`config.mk`:
```
export PLATFORM = sky130hd
export DESIGN_NAME = timing_status_packet_responder
export DESIGN_NICKNAME = d
export VERILOG_FILES = /design/src/logic/responder_pkg.sv /design/src/logic/byte_fifo.sv /design/src/logic/query_parser.sv /design/src/logic/timing_status_packet_responder.sv
export VERILOG_INCLUDE_DIRS = /design/src /design/src/logic
export SDC_FILE = /design/constraint.sdc
export NUM_CORES = 1
export LEC_CHECK = 0
export ABC_CLOCK_PERIOD_IN_PS = 5750
export BUFFER_PORTS_ARGS = -buffer_cell sky130_fd_sc_hd__buf_2
export CORE_MARGIN = 2
export CORE_UTILIZATION = 50
export CTS_CLUSTER_DIAMETER = 30
export DETAILED_ROUTE_END_ITERATION = 7
export GPL_TIMING_DRIVEN = 0
export HOLD_SLACK_MARGIN = 0.08
export PLACE_DENSITY = 0.67
export SLEW_MARGIN = 20
export SYNTH_ARGS = -nofsm -noshare
export SYNTH_HDL_FRONTEND = slang
export SYNTH_SLANG_ARGS = --single-unit
```
`constraint.sdc`:
```
create_clock -name pclk -period 5.75 [get_ports pclk]
set_clock_uncertainty 0.05 [all_clocks]
set_input_delay 0.575 -clock pclk [delete_from_list [all_inputs] [get_ports pclk]]
set_output_delay 0.575 -clock pclk [all_outputs]
set_load 0.1 [all_outputs]
```
`src/logic/responder_defs.svh`:
```
/*
 * Constants of the timing status packet responder: frame bytes, field
 * positions, register offsets, reset values and timing counts.
 * Assumes a 20 MHz pclk and a byte-wide serial path on the same clock.
 */
// Overview of operation
// Host asks for clock corrections with A1/02 frame, length two, mode zero.
// Length field in bytes 3-4 counts mode, payload, checksum; mode 2 answers.
// Byte 6 of clock answer: bit 0 reference, bits 1-4 offset valid.
// Week in bytes 7-8, seconds into week 9-12, capped at 604799.
// Bytes 13-16 of clock answer always hold single-precision zero.
// Four single-precision offsets occupy bytes 17 through 32.
// Answers end with checksum, 0x10, 0x03; bytes 33-35 for clock answer.
// Nine-byte A1/03 mode-zero query gets a mode-2 frequency answer.
// When enabled, frequency answer goes out once per second unasked.
// Frequency offset in ns/s sits in bytes 6-9 as single precision.
// Byte 10 gives converter bits 0 to 32; zero means synthesizer control.
// Byte 52 of frequency answer names the selected reference input.
// Clock corrections answered only while extra constellations are enabled.
`ifndef RESPONDER_DEFS_SVH
`define RESPONDER_DEFS_SVH

`define START_BYTE     8'h10
`define PKT_ID         8'ha1
`define SUB_CC         8'h02
`define SUB_FREQ       8'h03
`define MODE_QUERY     8'h00
`define MODE_RESP      8'h02
`define DELIM1         8'h10
`define DELIM2         8'h03
`define QUERY_LEN      16'h0002
`define CC_LEN         16'h001d
`define FREQ_LEN       16'h0031
`define QUERY_LAST     4'h8

`define CC_LAST        6'h23
`define FREQ_LAST      6'h37
`define CC_FLAGS_POS   6'h06
`define CC_WEEK_POS    6'h07
`define CC_SEC_POS     6'h09
`define CC_ZERO_POS    6'h0d
`define CC_OFS_POS     6'h11
`define CC_OFS_END     6'h20
`define FQ_OFS_POS     6'h06
`define FQ_DAC_POS     6'h0a
`define FQ_REF_POS     6'h34

`define MAX_SECONDS    32'h00093a7f
`define MAX_DAC_BITS   6'h20

`define REG_CTRL       12'h000
`define REG_FLAGS      12'h004
`define REG_WEEK       12'h008
`define REG_SECONDS    12'h00c
`define REG_OFS0       12'h010
`define REG_FREQ_OFS   12'h020
`define REG_DAC_SIZE   12'h024
`define REG_REF_INPUT  12'h028
`define REG_STATUS     12'h02c

`define CTRL_AUTO_BIT  0
`define CTRL_MULTI_BIT 1
`define CTRL_SCC_BIT   2
`define CTRL_SFQ_BIT   3
`define STAT_BUSY_BIT  0
`define STAT_FULL_BIT  1
`define STAT_REF_BIT   2

`define CTRL_RESET     2'h0
`define FIFO_WIDTH     8
`define FIFO_DEPTH     8

`define CLK_PERIOD_NS  50
`define AUTO_PERIOD_S  1

`endif

```
`src/logic/responder_pkg.sv`:
```
/*
 * Types shared by the responder modules.
 * Assumes nothing beyond a SystemVerilog compiler.
 */
package responder_pkg;
    typedef enum logic [1:0] {
        ST_IDLE = 2'b00,
        ST_SEND = 2'b01
    } build_state_t;

    typedef enum logic {
        KIND_CC   = 1'b0,
        KIND_FREQ = 1'b1
    } frame_kind_t;
endpackage

```
`src/logic/byte_fifo.sv`:
```
/*
 * Synchronous FIFO with valid/ready on both sides.
 * Assumes one clock, an active-low asynchronous reset and a clock enable.
 */
`timescale 1ns/1ns
module byte_fifo #(
    parameter int WIDTH = 8,
    parameter int DEPTH = 8
) (
    // Clock and reset
    input  wire logic             pclk,
    input  wire logic             presetn,
    input  wire logic             clk_en,
    // Fill side
    input  wire logic             in_valid,
    output logic                  in_ready,
    input  wire logic [WIDTH-1:0] in_data,
    // Drain side
    output logic                  out_valid,
    input  wire logic             out_ready,
    output logic [WIDTH-1:0]      out_data
);
    localparam int AW = $clog2(DEPTH);

    logic [WIDTH-1:0] mem [DEPTH];
    logic [AW:0]      wr_ptr;
    logic [AW:0]      rd_ptr;
    logic             push;
    logic             pop;

    assign in_ready  = (wr_ptr - rd_ptr) != (AW+1)'(DEPTH);
    assign out_valid = wr_ptr != rd_ptr;
    assign out_data  = mem[rd_ptr[AW-1:0]];
    assign push      = in_valid && in_ready && clk_en;
    assign pop       = out_valid && out_ready && clk_en;

    // Storage
    always_ff @(posedge pclk) begin
        if (push) begin
            mem[wr_ptr[AW-1:0]] <= in_data;
        end
    end

    // Pointers
    always_ff @(posedge pclk or negedge presetn) begin
        if (!presetn) begin
            wr_ptr <= '0;
            rd_ptr <= '0;
        end else begin
            if (push) begin
                wr_ptr <= wr_ptr + 1'b1;
            end
            if (pop) begin
                rd_ptr <= rd_ptr + 1'b1;
            end
        end
    end
endmodule

```
`src/logic/query_parser.sv`:
```
/*
 * Recognises the two nine-byte query frames in the received byte stream.
 * Assumes bytes arrive from a receiver on pclk, one per rx_valid pulse.
 */
`timescale 1ns/1ns
`include "responder_defs.svh"
module query_parser
    import responder_pkg::*;
(
    // Clock and reset
    input  wire logic       pclk,
    input  wire logic       presetn,
    input  wire logic       clk_en,
    // Received bytes
    input  wire logic [7:0] rx_byte,
    input  wire logic       rx_valid,
    // Recognised queries
    output logic            query_cc,
    output logic            query_freq
);
    logic [3:0] pos;
    logic       is_freq;
    logic       ok;

    localparam logic [15:0] QLEN = `QUERY_LEN;

    // Expected byte at each position, see R1
    always_comb begin
        ok = 1'b0;
        unique case (pos)
            4'h0: ok = rx_byte == `START_BYTE;
            4'h1: ok = rx_byte == `PKT_ID;
            4'h2: ok = rx_byte == `SUB_CC || rx_byte == `SUB_FREQ;
            4'h3: ok = rx_byte == QLEN[15:8];
            4'h4: ok = rx_byte == QLEN[7:0];
            4'h5: ok = rx_byte == `MODE_QUERY;
            4'h6: ok = 1'b1;
            4'h7: ok = rx_byte == `DELIM1;
            4'h8: ok = rx_byte == `DELIM2;
            default: ok = 1'b0;
        endcase
    end

    // Position in frame; a stray start byte restarts the frame
    always_ff @(posedge pclk or negedge presetn) begin
        if (!presetn) begin
            pos     <= 4'h0;
            is_freq <= 1'b0;
        end else if (clk_en && rx_valid) begin
            if (ok && pos != `QUERY_LAST) begin
                pos <= pos + 4'h1;
            end else if (rx_byte == `START_BYTE && pos != 4'h0) begin
                pos <= 4'h1;
            end else begin
                pos <= 4'h0;
            end
            if (pos == 4'h2) begin
                is_freq <= rx_byte == `SUB_FREQ;
            end
        end
    end

    // One-cycle pulse at the final terminator byte
    always_ff @(posedge pclk or negedge presetn) begin
        if (!presetn) begin
            query_cc   <= 1'b0;
            query_freq <= 1'b0;
        end else if (clk_en) begin
            query_cc   <= rx_valid && ok && pos == `QUERY_LAST && !is_freq;
            query_freq <= rx_valid && ok && pos == `QUERY_LAST && is_freq;
        end
    end
endmodule

```
`src/logic/timing_status_packet_responder.sv`:
```
/*
 * Builds clock-correction and frequency-information answer frames,
 * with an APB register file holding the reported values.
 * Assumes a 20 MHz pclk, a same-clock byte receiver and transmitter.
 */
// Design decisions made here: the placing of the registers and register access over APB.
`timescale 1ns/1ns
`include "responder_defs.svh"
module timing_status_packet_responder
    import responder_pkg::*;
#(
    parameter int unsigned SECOND_CYCLES =
        `AUTO_PERIOD_S * (1000000000 / `CLK_PERIOD_NS)
) (
    // Clock and reset
    input  wire logic        pclk,
    input  wire logic        presetn,
    input  wire logic        clk_en,
    // APB slave
    input  wire logic        psel,
    input  wire logic        penable,
    input  wire logic        pwrite,
    input  wire logic [11:0] paddr,
    input  wire logic [31:0] pwdata,
    output logic [31:0]      prdata,
    output logic             pready,
    output logic             pslverr,
    // Received byte stream
    input  wire logic [7:0]  rx_byte,
    input  wire logic        rx_valid,
    // Transmitted byte stream
    output logic [7:0]       tx_data,
    output logic             tx_valid,
    input  wire logic        tx_ready
);
    // Registers
    logic [1:0]  ctrl;
    logic [4:0]  valid_flags;
    logic [15:0] week;
    logic [31:0] seconds_into_week;
    logic [31:0] cc_offset [4];
    logic [31:0] freq_offset;
    logic [5:0]  dac_size;
    logic [7:0]  ref_input;
    logic        refused;
    logic [7:0]  sent_count;

    // Builder state
    build_state_t state;
    frame_kind_t  kind;
    logic [5:0]   idx;
    logic [7:0]   csum;
    logic         pend_cc;
    logic         pend_freq;
    logic [24:0]  sec_cnt;
    logic         tick;

    // Internal nets
    logic        query_cc;
    logic        query_freq;
    logic        acc;
    logic        wr;
    logic        mapped;
    logic [31:0] rd_word;
    logic [7:0]  next_byte;
    logic [5:0]  last_idx;
    logic        push;
    logic        fifo_in_ready;
    logic        fifo_out_valid;
    logic        fifo_out_ready;
    logic [7:0]  fifo_out_data;
    logic        sw_cc;
    logic        sw_freq;
    logic        start_cc;
    logic        start_freq;

    function automatic logic [7:0] be_byte(logic [31:0] w, logic [1:0] k);
        be_byte = w[(5'd31 - {k, 3'b000}) -: 8];
    endfunction

    function automatic logic [31:0] clamp(logic [31:0] v, logic [31:0] lim);
        clamp = (v > lim) ? lim : v;
    endfunction

    query_parser u_parser (
        .pclk       (pclk),
        .presetn    (presetn),
        .clk_en     (clk_en),
        .rx_byte    (rx_byte),
        .rx_valid   (rx_valid),
        .query_cc   (query_cc),
        .query_freq (query_freq)
    );

    // APB decode
    assign acc    = psel && penable && pready;
    assign wr     = acc && pwrite && mapped && clk_en;
    assign sw_cc  = wr && paddr == `REG_CTRL && pwdata[`CTRL_SCC_BIT];
    assign sw_freq = wr && paddr == `REG_CTRL && pwdata[`CTRL_SFQ_BIT];

    always_comb begin
        mapped  = 1'b1;
        rd_word = 32'h0000_0000;
        unique case (paddr)
            `REG_CTRL:      rd_word = {30'h0, ctrl};
            `REG_FLAGS:     rd_word = {27'h0, valid_flags};
            `REG_WEEK:      rd_word = {16'h0, week};
            `REG_SECONDS:   rd_word = seconds_into_week;
            `REG_OFS0:      rd_word = cc_offset[0];
            12'h014:        rd_word = cc_offset[1];
            12'h018:        rd_word = cc_offset[2];
            12'h01c:        rd_word = cc_offset[3];
            `REG_FREQ_OFS:  rd_word = freq_offset;
            `REG_DAC_SIZE:  rd_word = {26'h0, dac_size};
            `REG_REF_INPUT: rd_word = {24'h0, ref_input};
            `REG_STATUS:    rd_word = {16'h0, sent_count, 5'h0, refused,
                                       !fifo_in_ready, state != ST_IDLE};
            default:        mapped = 1'b0;
        endcase
    end

    // APB answer one cycle into the access phase
    always_ff @(posedge pclk or negedge presetn) begin
        if (!presetn) begin
            pready  <= 1'b0;
            pslverr <= 1'b0;
            prdata  <= 32'h0000_0000;
        end else if (clk_en) begin
            pready  <= psel && penable && !pready;
            pslverr <= psel && penable && !pready && !mapped;
            if (psel && penable && !pready && !pwrite) begin
                prdata <= rd_word;
            end
        end
    end

    // Software-written values
    always_ff @(posedge pclk or negedge presetn) begin
        if (!presetn) begin
            ctrl              <= `CTRL_RESET;
            valid_flags       <= 5'h00;
            week              <= 16'h0000;
            seconds_into_week <= 32'h0000_0000;
            cc_offset         <= '{default: 32'h0000_0000};
            freq_offset       <= 32'h0000_0000;
            dac_size          <= 6'h00;
            ref_input         <= 8'h00;
        end else if (wr) begin
            unique case (paddr)
                `REG_CTRL:      ctrl <= pwdata[1:0];
                `REG_FLAGS:     valid_flags <= pwdata[4:0];
                `REG_WEEK:      week <= pwdata[15:0];
                `REG_SECONDS:   seconds_into_week <=
                                    clamp(pwdata, `MAX_SECONDS);
                `REG_OFS0:      cc_offset[0] <= pwdata;
                12'h014:        cc_offset[1] <= pwdata;
                12'h018:        cc_offset[2] <= pwdata;
                12'h01c:        cc_offset[3] <= pwdata;
                `REG_FREQ_OFS:  freq_offset <= pwdata;
                `REG_DAC_SIZE:  dac_size <= 6'(clamp(pwdata,
                                    32'(`MAX_DAC_BITS)));
                `REG_REF_INPUT: ref_input <= pwdata[7:0];
                default: ;
            endcase
        end
    end

    // Refused clock-correction queries, set wins over write-one clear
    always_ff @(posedge pclk or negedge presetn) begin
        if (!presetn) begin
            refused <= 1'b0;
        end else if (clk_en) begin
            if (query_cc && !ctrl[`CTRL_MULTI_BIT]) begin
                refused <= 1'b1;
            end else if (wr && paddr == `REG_STATUS
                         && pwdata[`STAT_REF_BIT]) begin
                refused <= 1'b0;
            end
        end
    end

    // Once-per-second tick while automatic output is enabled
    always_ff @(posedge pclk or negedge presetn) begin
        if (!presetn) begin
            sec_cnt <= 25'h0000000;
            tick    <= 1'b0;
        end else if (clk_en) begin
            tick <= 1'b0;
            if (!ctrl[`CTRL_AUTO_BIT]) begin
                sec_cnt <= 25'h0000000;
            end else if (sec_cnt == 25'(SECOND_CYCLES - 1)) begin
                sec_cnt <= 25'h0000000;
                tick    <= 1'b1;
            end else begin
                sec_cnt <= sec_cnt + 25'h0000001;
            end
        end
    end

    // Pending answers; a new request wins over the clear at start
    assign start_cc   = state == ST_IDLE && pend_cc;
    assign start_freq = state == ST_IDLE && !pend_cc && pend_freq;

    always_ff @(posedge pclk or negedge presetn) begin
        if (!presetn) begin
            pend_cc   <= 1'b0;
            pend_freq <= 1'b0;
        end else if (clk_en) begin
            if ((query_cc || sw_cc) && ctrl[`CTRL_MULTI_BIT]) begin
                pend_cc <= 1'b1;
            end else if (start_cc) begin
                pend_cc <= 1'b0;
            end
            if (query_freq || sw_freq
                || (tick && ctrl[`CTRL_AUTO_BIT])) begin
                pend_freq <= 1'b1;                           // see R8
            end else if (start_freq) begin
                pend_freq <= 1'b0;
            end
        end
    end

    // Frame contents
    assign last_idx = (kind == KIND_CC) ? `CC_LAST : `FREQ_LAST;
    assign push     = state == ST_SEND && fifo_in_ready && clk_en;

    always_comb begin
        logic [5:0]  rel;
        logic [15:0] len;
        rel       = 6'h00;
        len       = (kind == KIND_CC) ? `CC_LEN : `FREQ_LEN;
        next_byte = 8'h00;
        if (idx == 6'h00) begin
            next_byte = `START_BYTE;
        end else if (idx == 6'h01) begin
            next_byte = `PKT_ID;
        end else if (idx == 6'h02) begin
            next_byte = (kind == KIND_CC) ? `SUB_CC : `SUB_FREQ;
        end else if (idx == 6'h03) begin
            next_byte = len[15:8];
        end else if (idx == 6'h04) begin
            next_byte = len[7:0];
        end else if (idx == 6'h05) begin
            next_byte = `MODE_RESP;
        end else if (idx == last_idx - 6'h02) begin
            next_byte = csum;
        end else if (idx == last_idx - 6'h01) begin
            next_byte = `DELIM1;
        end else if (idx == last_idx) begin
            next_byte = `DELIM2;
        end else if (kind == KIND_CC) begin
            if (idx == `CC_FLAGS_POS) begin
                next_byte = {3'h0, valid_flags};
            end else if (idx < `CC_SEC_POS) begin
                rel       = idx - `CC_WEEK_POS;
                next_byte = be_byte({week, 16'h0}, rel[1:0]);
            end else if (idx < `CC_ZERO_POS) begin
                rel       = idx - `CC_SEC_POS;
                next_byte = be_byte(seconds_into_week, rel[1:0]);
            end else if (idx >= `CC_OFS_POS) begin    // 13-16 zero
                rel       = idx - `CC_OFS_POS;
                next_byte = be_byte(cc_offset[rel[3:2]], rel[1:0]);
            end
        end else begin
            if (idx < `FQ_DAC_POS) begin
                rel       = idx - `FQ_OFS_POS;
                next_byte = be_byte(freq_offset, rel[1:0]);
            end else if (idx == `FQ_DAC_POS) begin
                next_byte = {2'h0, dac_size};
            end else if (idx == `FQ_REF_POS) begin
                next_byte = ref_input;
            end
        end
    end

    // Frame builder sequence
    always_ff @(posedge pclk or negedge presetn) begin
        if (!presetn) begin
            state      <= ST_IDLE;
            kind       <= KIND_CC;
            idx        <= 6'h00;
            csum       <= 8'h00;
            sent_count <= 8'h00;
        end else if (clk_en) begin
            unique case (state)
                ST_IDLE: begin
                    idx  <= 6'h00;
                    csum <= 8'h00;
                    if (start_cc || start_freq) begin
                        kind  <= start_cc ? KIND_CC : KIND_FREQ;
                        state <= ST_SEND;
                    end
                end
                ST_SEND: begin
                    if (push) begin
                        idx <= idx + 6'h01;
                        if (idx != 6'h00 && idx < last_idx - 6'h02) begin
                            csum <= csum ^ next_byte;
                        end
                        if (idx == last_idx) begin
                            state      <= ST_IDLE;
                            sent_count <= sent_count + 8'h01;
                        end
                    end
                end
                default: state <= ST_IDLE;
            endcase
        end
    end

    byte_fifo #(
        .WIDTH (`FIFO_WIDTH),
        .DEPTH (`FIFO_DEPTH)
    ) u_fifo (
        .pclk      (pclk),
        .presetn   (presetn),
        .clk_en    (clk_en),
        .in_valid  (state == ST_SEND),
        .in_ready  (fifo_in_ready),
        .in_data   (next_byte),
        .out_valid (fifo_out_valid),
        .out_ready (fifo_out_ready),
        .out_data  (fifo_out_data)
    );

    // Output byte register
    assign fifo_out_ready = !tx_valid || tx_ready;

    always_ff @(posedge pclk or negedge presetn) begin
        if (!presetn) begin
            tx_valid <= 1'b0;
            tx_data  <= 8'h00;
        end else if (clk_en && fifo_out_ready) begin
            tx_valid <= fifo_out_valid;
            tx_data  <= fifo_out_data;
        end
    end

    // Checks
    AST_MODE_RESP: assert property (@(posedge pclk)
        disable iff (!presetn) push && idx == 6'h05 |-> next_byte == 8'h02)
        else $error("Answer mode byte is not 2");
    AST_CC_LEN: assert property (@(posedge pclk)
        disable iff (!presetn) push && kind == KIND_CC && idx == 6'h04
        |-> next_byte == 8'h1d)
        else $error("Clock answer length low byte wrong");
    AST_FLAGS: assert property (@(posedge pclk)
        disable iff (!presetn) push && kind == KIND_CC && idx == 6'h06
        |-> next_byte == {3'h0, valid_flags})
        else $error("Flag byte does not match flag register");
    AST_SECONDS: assert property (@(posedge pclk)
        disable iff (!presetn) seconds_into_week <= 32'd604799)
        else $error("Seconds into week above limit");
    AST_ZERO: assert property (@(posedge pclk)
        disable iff (!presetn) push && kind == KIND_CC
        && idx >= 6'd13 && idx <= 6'd16 |-> next_byte == 8'h00)
        else $error("Reference offset bytes not zero");
    AST_OFS_FIRST: assert property (@(posedge pclk)
        disable iff (!presetn) push && kind == KIND_CC && idx == 6'd17
        |-> next_byte == cc_offset[0][31:24])
        else $error("First offset byte misplaced");
    AST_TERM: assert property (@(posedge pclk)
        disable iff (!presetn) push && kind == KIND_CC && idx == 6'd34
        |-> next_byte == 8'h10 ##1 idx == 6'd35 && next_byte == 8'h03)
        else $error("Clock answer terminator wrong");
    AST_AUTO: assert property (@(posedge pclk)
        disable iff (!presetn) clk_en && tick && ctrl[0]
        |=> pend_freq || state == ST_SEND)
        else $error("Once-per-second tick lost");
    AST_DAC: assert property (@(posedge pclk)
        disable iff (!presetn) push && kind == KIND_FREQ && idx == 6'd10
        |-> next_byte <= 8'd32)
        else $error("Converter size above 32");
    AST_REF: assert property (@(posedge pclk)
        disable iff (!presetn) push && kind == KIND_FREQ && idx == 6'd52
        |-> next_byte == ref_input)
        else $error("Reference input byte misplaced");
    AST_REFUSE: assert property (@(posedge pclk)
        disable iff (!presetn) clk_en && query_cc && !ctrl[1] |=> refused)
        else $error("Refused query not flagged");
endmodule

```
==> results of run 1 <==
routing by layer:
metal  part of all wire [%]  GRT usage (%)
met5                  0.055              0
met4                    5.8          19.52
met3                    8.9          8.909
met2                     47          57.29
met1                     38          45.39
cell families after synthesis:
kind of cell / count (synthesis)
flip-flops: 404
AND/OR/NAND/NOR: 412
adder cells (fa/ha/maj): 18
AO/OA/AOI/OAI: 438
XOR/XNOR: 31
multiplexers: 274
buffers and inverters: 144
worst max-delay path, cell delays in order (launching register included):
cell and delay (ns):
sky130_fd_sc_hd__dfrtp_1 0.41, sky130_fd_sc_hd__buf_6 0.22, sky130_fd_sc_hd__buf_6 0.21, sky130_fd_sc_hd__buf_2 0.38, sky130_fd_sc_hd__inv_1 0.11, sky130_fd_sc_hd__clkbuf_1 0.40
sky130_fd_sc_hd__ha_1 0.51, sky130_fd_sc_hd__buf_2 0.30, sky130_fd_sc_hd__clkbuf_1 0.51, sky130_fd_sc_hd__buf_1 0.69, sky130_fd_sc_hd__mux4_2 0.45, sky130_fd_sc_hd__a21oi_1 0.15
sky130_fd_sc_hd__o21ai_1 0.15, sky130_fd_sc_hd__a211oi_1 0.58, sky130_fd_sc_hd__nor3_2 0.21
worst max-delay path by stage:
stage          startpoint                to  slack, ns
2_1_floorplan      idx[0]  u_fifo.mem[0][6]       1.98
3_3_place_gp      presetn        prdata[31]      -2.43
3_5_place_dp       idx[0]  u_fifo.mem[0][4]       0.23
4_1_cts            idx[0]  u_fifo.mem[7][4]       0.16
5_1_grt            idx[0]  u_fifo.mem[5][7]       0.04
6_report           idx[0]  u_fifo.mem[6][5]       0.12
layout make-up:
class                      count  area, um^2
antenna                        2       5.005
buffer                       119       543.0
clock buffer                 113        2510
clock inverter                44       608.1
fill                        3215       15770
inverter                      25       93.84
multi-input combinational   1173        9413
sequential                   404       10430
tap                          532       665.6
timing repair buffer         100       605.6
registers in the layout (all words and copies together), names as in the netlist, 16 cells and up:
register           cells
cc_offset            128
freq_offset           32
prdata                32
sec_cnt               25
seconds_into_week     32
u_fifo.mem            64
week                  16
repair_timing:
item	CTS	global route
setup endpoints to repair	0	32
endpoints found under the hold margin	71	0
hold buffers	1	0
resized for setup	0	3
cells in the final DEF, fill, tap and decap left out, types with 8 or more instances in the layout:
master	synthesis	routed
sky130_fd_sc_hd__clkbuf_8	0	15
sky130_fd_sc_hd__or3_1	9	9
sky130_fd_sc_hd__clkinv_2	0	9
sky130_fd_sc_hd__o22a_1	13	13
sky130_fd_sc_hd__nand3_1	31	31
sky130_fd_sc_hd__inv_1	23	23
sky130_fd_sc_hd__a31oi_1	30	30
sky130_fd_sc_hd__o21ai_0	78	77
sky130_fd_sc_hd__nor3_1	19	15
sky130_fd_sc_hd__a21oi_1	54	54
sky130_fd_sc_hd__mux4_2	42	42
sky130_fd_sc_hd__mux2i_1	38	38
sky130_fd_sc_hd__a21o_1	18	18
sky130_fd_sc_hd__buf_2	26	120
sky130_fd_sc_hd__edfxtp_1	64	64
sky130_fd_sc_hd__dfrtp_1	340	340
sky130_fd_sc_hd__bufinv_16	0	12
sky130_fd_sc_hd__mux2_2	191	191
sky130_fd_sc_hd__o22ai_1	13	13
sky130_fd_sc_hd__ha_1	18	18
sky130_fd_sc_hd__a222oi_1	26	26
sky130_fd_sc_hd__a22oi_1	22	22
sky130_fd_sc_hd__and2_1	23	23
sky130_fd_sc_hd__and3_1	20	20
sky130_fd_sc_hd__clkinvlp_4	0	8
sky130_fd_sc_hd__a221o_1	18	18
sky130_fd_sc_hd__clkbuf_1	72	79
sky130_fd_sc_hd__nand2b_1	12	12
sky130_fd_sc_hd__buf_1	9	9
sky130_fd_sc_hd__a221oi_1	31	31
sky130_fd_sc_hd__clkbuf_16	0	91
sky130_fd_sc_hd__nand4_1	19	19
sky130_fd_sc_hd__nor2_1	90	90
sky130_fd_sc_hd__a22o_1	41	41
sky130_fd_sc_hd__nor4_1	10	10
sky130_fd_sc_hd__nand2_1	135	135
sky130_fd_sc_hd__xor2_1	13	13
sky130_fd_sc_hd__inv_6	0	8
sky130_fd_sc_hd__xnor2_1	18	17
Yosys cell counts, drive strengths merged (5+ instances only):
cell type | instances | share of area [%]
a2111oi | 8 | 0.65
a211oi | 6 | 0.27
a21o | 18 | 0.66
a21oi | 55 | 1.4
a221o | 18 | 0.88
a221oi | 32 | 1.4
a222oi | 26 | 1.3
a22o | 41 | 1.8
a22oi | 22 | 0.81
a31oi | 30 | 0.92
and2 | 23 | 0.70
and3 | 20 | 0.61
buf | 47 | 1.3
clkbuf | 72 | 1.3
dfrtp | 340 | 42
edfxtp | 64 | 9.4
ha | 18 | 1.1
inv | 25 | 0.46
mux2 | 194 | 11
mux2i | 38 | 1.9
mux4 | 42 | 4.6
nand2 | 137 | 2.6
nand2b | 12 | 0.37
nand3 | 31 | 0.76
nand4 | 19 | 0.58
nor2 | 93 | 1.8
nor2b | 5 | 0.15
nor3 | 20 | 0.51
nor4 | 14 | 0.64
nor4b | 5 | 0.21
o21a | 5 | 0.18
o21ai | 84 | 2.1
o22a | 13 | 0.56
o22ai | 13 | 0.40
o311ai | 9 | 0.42
o31ai | 8 | 0.36
or3 | 9 | 0.28
xnor2 | 18 | 0.77
xor2 | 13 | 0.56
where the power goes:
part / switching, mW / internal, mW / total, mW
clock network: 1.65 / 3.61 / 5.26
logic: 0.701 / 0.244 / 0.945
registers: 0.0422 / 2.97 / 3.01
per-stage QoR:
step	hold WS, ns	util, %	worst slack (ns)	TNS [ns]
floorplan	0.2294	-	1.980	0
global placement	0.4054	53.12	-2.430	-816.93
detailed placement	0.4108	53.46	0.2322	0
CTS	0.1832	61.15	0.1557	0
global route	0.2116	61.18	0.04277	0
finish	0.2040	61.20	0.1202	0
==> summary by stage, run 1 <==
Status
The flow ran to the end, but the final reports show violations. The final reports fail on DRC.

Timing
The max-slew violation total from the final report is 0. In the finished design, the share of the clock period the worst path needs comes to 97.91%. Setup repair after global routing left no endpoint under its margin. For this run, the top clock speed supported by timing is 177.6 MHz.

The worst max-slew margin expressed relative to the limit is 26.13%. The final hold violation count is 0. The slew at the pin closest to its max-slew limit is between 1 and 1.5 ns.

The time the worst path needs with I/O delays and setup is around 5.6 ns. Setup violations remaining at the end of the flow were counted as 0.

CTS
The clock-pin slew reported for the worst setup and hold paths after clock tree synthesis is ~0.05 ns. The root buffer cell is sky130_fd_sc_hd__clkbuf_16. The number of levels in the clock H-tree is 3. TritonCTS built the clock tree. The total setup buffers inserted after CTS is 0. The number of buffers added by the clock tree synthesis step is 86. The clock passes through at most 3 buffers. At the later pin of the worst-skew pair, clock insertion delay measures 0.63 ns.

The number of clock sinks seen by CTS is approximately 400.

Synth
The synthesis-stage register bit count is 404. Synthesis instantiated 92 different standard cells from the library. In the synthesized netlist the dominant register cell turns out to be sky130_fd_sc_hd__dfrtp_1. By area, the combinational part of the netlist is dominated by multiplexers. The share of flip-flops with an asynchronous set or reset after synthesis is 84.16%. The number of enable flip-flop cells after synthesis is 64.

The simple-gate portion of the synthesized area is 10.08%. The number of instances in the synthesized netlist is 1721. The synthesized-area fraction occupied by xor and xnor cells is 1.328%.

The cell area that synthesis handed to floorplanning was roughly 0.020 mm^2. The post-synthesis area per instance is 11.88 um^2. When the netlist entered floorplanning its net count stood at 1799.

Summing the areas of all compound-gate instances in the mapped netlist gives 16.21% of the synthesized area. The Yosys step of the flow raised 0 warnings. After synthesis, flip-flops and latches occupy 51.00% of the total area. The synthesized netlist devotes 1.101% of its cell area to adder and majority cells. The proportion of synthesized area in mux cells is 17.17%.

Power
The worst voltage drop across the vdd grid is 0.3276 mV. The total chip power is 9.221 mW. For this design the static power due to leakage is 10.89 nW. For this design the ratio of total power to cell area is 370.7 mW/mm^2.

Routing
Using the TritonRoute via totals, the vias-per-cell ratio works out to 6.711. After detailed routing, the number of remaining DRC violations is 7. Dividing the detail-routed wire length by the instance count gives 29.79 um. The count of nets left with antenna violations once routing finished came out at 0.

The overall routed net length is 74.83 mm. The detailed router finished its first iteration with 1851 violations. The count of vias placed by the detailed router is 16860. For this run, the detailed router's first-pass iteration total came to 8.

Floorplan
The core footprint is 0.04065 mm^2. Measured along the y axis, the die boundary spans 206.2 um. The die width is 206.2 um. The initialized floorplan defines 74 standard-cell rows. The die area is ~0.043 mm^2. During I/O placement, the number of pins put on the boundary was 103. For this configuration, the core starts out at a cell density of between 50% and 60%.

Global routing
The total overflow reported by the global router is 0. The first global-routing pass estimated 110.6 mm of wire. The number of global-route vias before repair came to 16780. The initial antenna violation count is 6. Global routing used a little over a third of the available tracks across all layers. The pin count of the biggest net entering global routing is 91.

Setup path
STA classifies the critical path endpoint as a flip-flop. For the worst setup path, the data required time is approximately 6 ns. In this run the worst path has a maximum fanout of 12.

The critical register-to-register path startpoint is idx[0]. For the worst flop-to-flop path, the logic depth is 14. The data arrival time of the critical path is 5.89 ns. The worst reg-to-reg setup slack is 0.12 ns. The critical path is of the reg -> reg type.

The endpoint of the worst-slack reg-to-reg timing path is u_fifo.mem[6][5]. The critical path launch point type is a flip-flop.

Placement
At the end of routability-driven placement, the weighted congestion stood at 1.020. After legalization and detailed placement, the total HPWL measured 54.15 mm. The area of placed instances is 0.02173 mm^2.

Buffers placed on the I/O ports in this run total 95. The cell total after placement is 2352.

Worst hold path
The min-delay analysis places its worst path in the category in -> reg. The worst min-delay path endpoint is u_parser.is_freq. The hold-critical path depth is 3. The worst min-delay path startpoint is rx_byte[0].

Flow run
The tool flagged a number of max-cap violations equal to 0.

Layout
From synthesis to final layout, the design area changed by 21.62%. The post-route netlist has between 20 and 30% of its cells at a drive strength greater than 1. The final layout contains between 1500 and 2000 nets. The total non-filler cell area in the finished layout is 0.02487 mm^2. The finished layout holds 2512 standard cells, fillers aside.
Note: power is estimated with default switching activity, not from simulation.
==> run 2, diff against run 1 <==
- CORE_UTILIZATION: 50 -> 60
- PLACE_DENSITY: 0.67 -> 0.78
- SKIP_CTS_REPAIR_TIMING: not set -> 1
==> run 2 against run 1 <==
The flow now finishes without violations. Critical path type unchanged. Critical endpoint is now u_fifo.mem[4][5]. Register-to-register slack got worse by 0.09 ns. Largest power group unchanged. Flip-flop and latch count unchanged. Critical path depth unchanged. First-iteration DRC count increased by 8.7%. Highest routed layer is now met4. Combinational power increased by 1%.
==> summary by stage, run 2 (synthesis results as in run 1) <==
Status
Run status: complete, no violations (was finished with violations).

Timing
The worst hold margin is 0.2074 ns (was 0.2040 ns). The slew at the pin closest to its max-slew limit is 1.117 ns (was 1.108 ns). The final setup violation count came to 0 (unchanged). The max-slew violation total from the final report is 0 (unchanged). The final hold violation count came to 0 (unchanged). The time the worst path needs with I/O delays and setup is 5.721 ns (was 5.630 ns). The worst max-slew margin expressed relative to the limit is 25.28% (was 26.13%). The highest attainable clock frequency is 174.8 MHz (was 177.6 MHz). Unrepaired setup endpoints after global routing: false (unchanged). The portion of the clock cycle consumed by the worst path in the final layout is 99.49% (was 97.91%).

Setup path
Cell breakdown of the critical path: buf_6 > buf_6 > buf_2 > inv_1 > clkbuf_1 > ha_1 > buf_2 > clkbuf_1 > buf_1 > mux4_2 > a21oi_1 > o21ai_1 > a211oi_1 > nor3_2 (unchanged). The critical path capture point type is a flip-flop (unchanged). The count of buffer and inverter cells on the critical path was 8 (unchanged). The kind of cell adding the most delay to the critical path is buffers and inverters (unchanged). The critical path launch point type is a flip-flop (unchanged). The endpoint of the worst-slack reg-to-reg timing path is u_fifo.mem[4][5] (was u_fifo.mem[6][5]). The total stage count of the critical path came to 14 (unchanged). The highest fanout seen on the critical path came to 12 (unchanged). The critical path data required time is 5.99 ns (was 6.01 ns). The logic depth of the worst register-to-register path is 14 (unchanged). The data arrival time of the critical path was 5.96 ns (was 5.89 ns). The critical path start-end classification is reg -> reg (unchanged). The worst reg-to-reg setup slack is 0.03 ns (was 0.12 ns). The cell with the largest stage delay on the worst path is sky130_fd_sc_hd__buf_1 (unchanged). The critical path's largest stage delay came to 0.65 ns (was 0.69 ns). The critical register-to-register path startpoint is idx[0] (unchanged).

Global routing
The initial antenna violation count is 3 (was 6). The number of global-route vias before repair is 17160 (was 16780). The total overflow reported by the global router came to 0 (unchanged). The wire length of the first global-routing pass came to 112.2 mm (was 110.6 mm). The total track usage came to 43.13% (was 36.02%).

The pin count of the biggest net entering global routing came to 102 (was 91).

Routing
The via density per instance is 7.110 (was 6.711). The overall routed net length is 75.74 mm (was 74.83 mm). The count of nets left with antenna violations after detail routing was 0 (unchanged). The count of vias placed by the detailed router is 17210 (was 16860). The violation count after the first detailed-route iteration came to 2012 (was 1851). The DRC violation count after routing is 0 (was 7). The post-detailed-route wirelength per cell is 31.29 um (was 29.79 um). The total iterations of the first detailed-routing run is 8 (unchanged).

Power
The design internal power was 6.378 mW (was 6.823 mW). The proportion of total power due to net switching is 27.56% (was 26.00%). The total leakage power is 10.73 nW (was 10.89 nW). The worst voltage drop across the vdd grid is 0.3720 mV (was 0.3276 mV).

The fraction of power consumed by the clock network is 55.0% (was 57.1%). The part of the total power dissipated in sequential elements is 34.2% (was 32.7%). The share of power burned in combinational logic is 10.8% (was 10.3%). The areal power density over the cells is 360.1 mW/mm^2 (was 370.7 mW/mm^2). The power spent charging and discharging nets is 2.426 mW (was 2.398 mW).

Flow run
The count of maximum capacitance violations is 0 (unchanged).

CTS
The number of clock sinks seen by CTS was 404 (unchanged). The CTS tree is yes (unchanged). The number of buffers added by the clock tree synthesis step is 84 (was 86). The clock-pin slew reported for the worst setup and hold paths after clock tree synthesis was 0.05 ns (about the same).

The root buffer cell is sky130_fd_sc_hd__clkbuf_16 (unchanged). The number of levels in the clock H-tree is 3 (unchanged). The clock tree buffer depth is 3 (unchanged).

The clock insertion delay at the later pin of the skew report is 0.61 ns (was 0.63 ns).

Layout
The final net count is 1984 (was 1987). The register with the most flip-flops is cc_offset (unchanged). Most frequent cells in the layout: sky130_fd_sc_hd__dfrtp_1, sky130_fd_sc_hd__mux2_2, sky130_fd_sc_hd__nand2_1 (unchanged).

The flip-flop count of the largest register, all copies and words added came to 128 (unchanged). The proportion of layout cells with a drive suffix above 1 was 27.73% (was 28.01%). The total non-filler cell area in the finished layout is 0.02445 mm^2 (was 0.02487 mm^2). The fill cell instance count of the final layout came to 2268 (was 3215). The layout-stage area growth over the synthesis result came to 19.54% (was 21.62%). The leading cell type in the layout, fill and taps excluded was sky130_fd_sc_hd__dfrtp_1 (unchanged).

Floorplan
The core footprint is 0.03353 mm^2 (was 0.04065 mm^2). The floorplan die height is 188.6 um (was 206.2 um). The die area is 0.03558 mm^2 (was 0.04254 mm^2). The die width came to 188.6 um (was 206.2 um). The initial standard-cell utilization of the core came to 60.99% (was 50.32%). The number of top-level design ports was 103 (unchanged).

The row count was 67 (was 74).

Placement
The area of placed instances is 0.02159 mm^2 (was 0.02173 mm^2). The routability congestion estimate from global placement is 1.006 (was 1.020). The total half-perimeter wirelength after legalization and detailed placement came to 52.72 mm (was 54.15 mm). The count of input and output buffers is 95 (unchanged).

Worst hold path
The hold-critical path depth came to 2 (was 3). The worst min-delay path startpoint is pwdata[1] (was rx_byte[0]). The worst min-delay path class is in -> reg (unchanged). The worst min-delay path endpoint is cc_offset[97] (was u_parser.is_freq).
-- run 2: cell types whose count changed in the layout (fill, tap and decap cells not counted), sizes merged --
cell / previous run / this run
buf: 146 / 145
clkinvlp: 8 / 7
clkinv: 15 / 24
bufinv: 12 / 9
inv: 34 / 40
diode: 2 / 4
clkbuf: 185 / 166
-- run 2: worst max path at each step --
stage          startpoint                to  slack, ns
5_1_grt            idx[0]  u_fifo.mem[7][4]       0.05
3_5_place_dp       idx[0]  u_fifo.mem[3][4]      -0.01
6_report           idx[0]  u_fifo.mem[4][5]       0.03
3_3_place_gp      presetn     cc_offset[90]      -2.39
2_1_floorplan      idx[0]  u_fifo.mem[0][6]       1.98
4_1_cts            idx[0]  u_fifo.mem[7][4]      -0.05
-- run 2: cell type report --
type | count | area, um^2 | share of cell area (%)
inverters | 25 | 93.84 | 0.3838
clock buffers | 94 | 2190 | 8.956
multi-input cells | 1173 | 9409 | 38.49
repair buffers | 99 | 578.1 | 2.364
clock inverters | 55 | 634.4 | 2.595
flip-flops and latches | 404 | 10430 | 42.66
plain buffers | 119 | 543.0 | 2.221
diodes | 4 | 10.01 | 0.04094
well taps | 448 | 560.5 | 2.293
-- run 2: power by group through the flow --
stage / Sequential (mW) / Clock, mW / Combinational [mW]
2_1_floorplan: 3.40 / 0 / 0.334
3_3_place_gp: 3.05 / 0 / 0.904
3_5_place_dp: 3.05 / 0 / 0.933
4_1_cts: 3.01 / 4.83 / 0.955
5_1_grt: 3.01 / 4.98 / 1.01
6_report: 3.01 / 4.84 / 0.954
-- run 2: per-stage QoR --
stage                     util (%)  TNS (ns)  cells  power (mW)  worst slack (ns)
after floorplan                  -         0   1721       3.730             1.980
after global placement       64.08   -797.90   2264       3.955            -2.385
after detailed placement     64.39  -0.07893   2267       3.988         -0.009978
after CTS                    72.81   -0.3243   2416       8.797          -0.04731
after global routing         72.88         0   2417       8.997           0.05227
final                        72.91         0   2421       8.804           0.02923
-- run 2: per-layer routing --
metal,up-vias,wire length [um],global-route usage [%],part of all wire [%]
met5,-,0,0,0
met4,0,5848,28.79,7.7
met3,322,7640,11.01,10
met2,1208,34920,66.97,46
met1,8660,27340,53.65,36
li1,7023,-,-,-
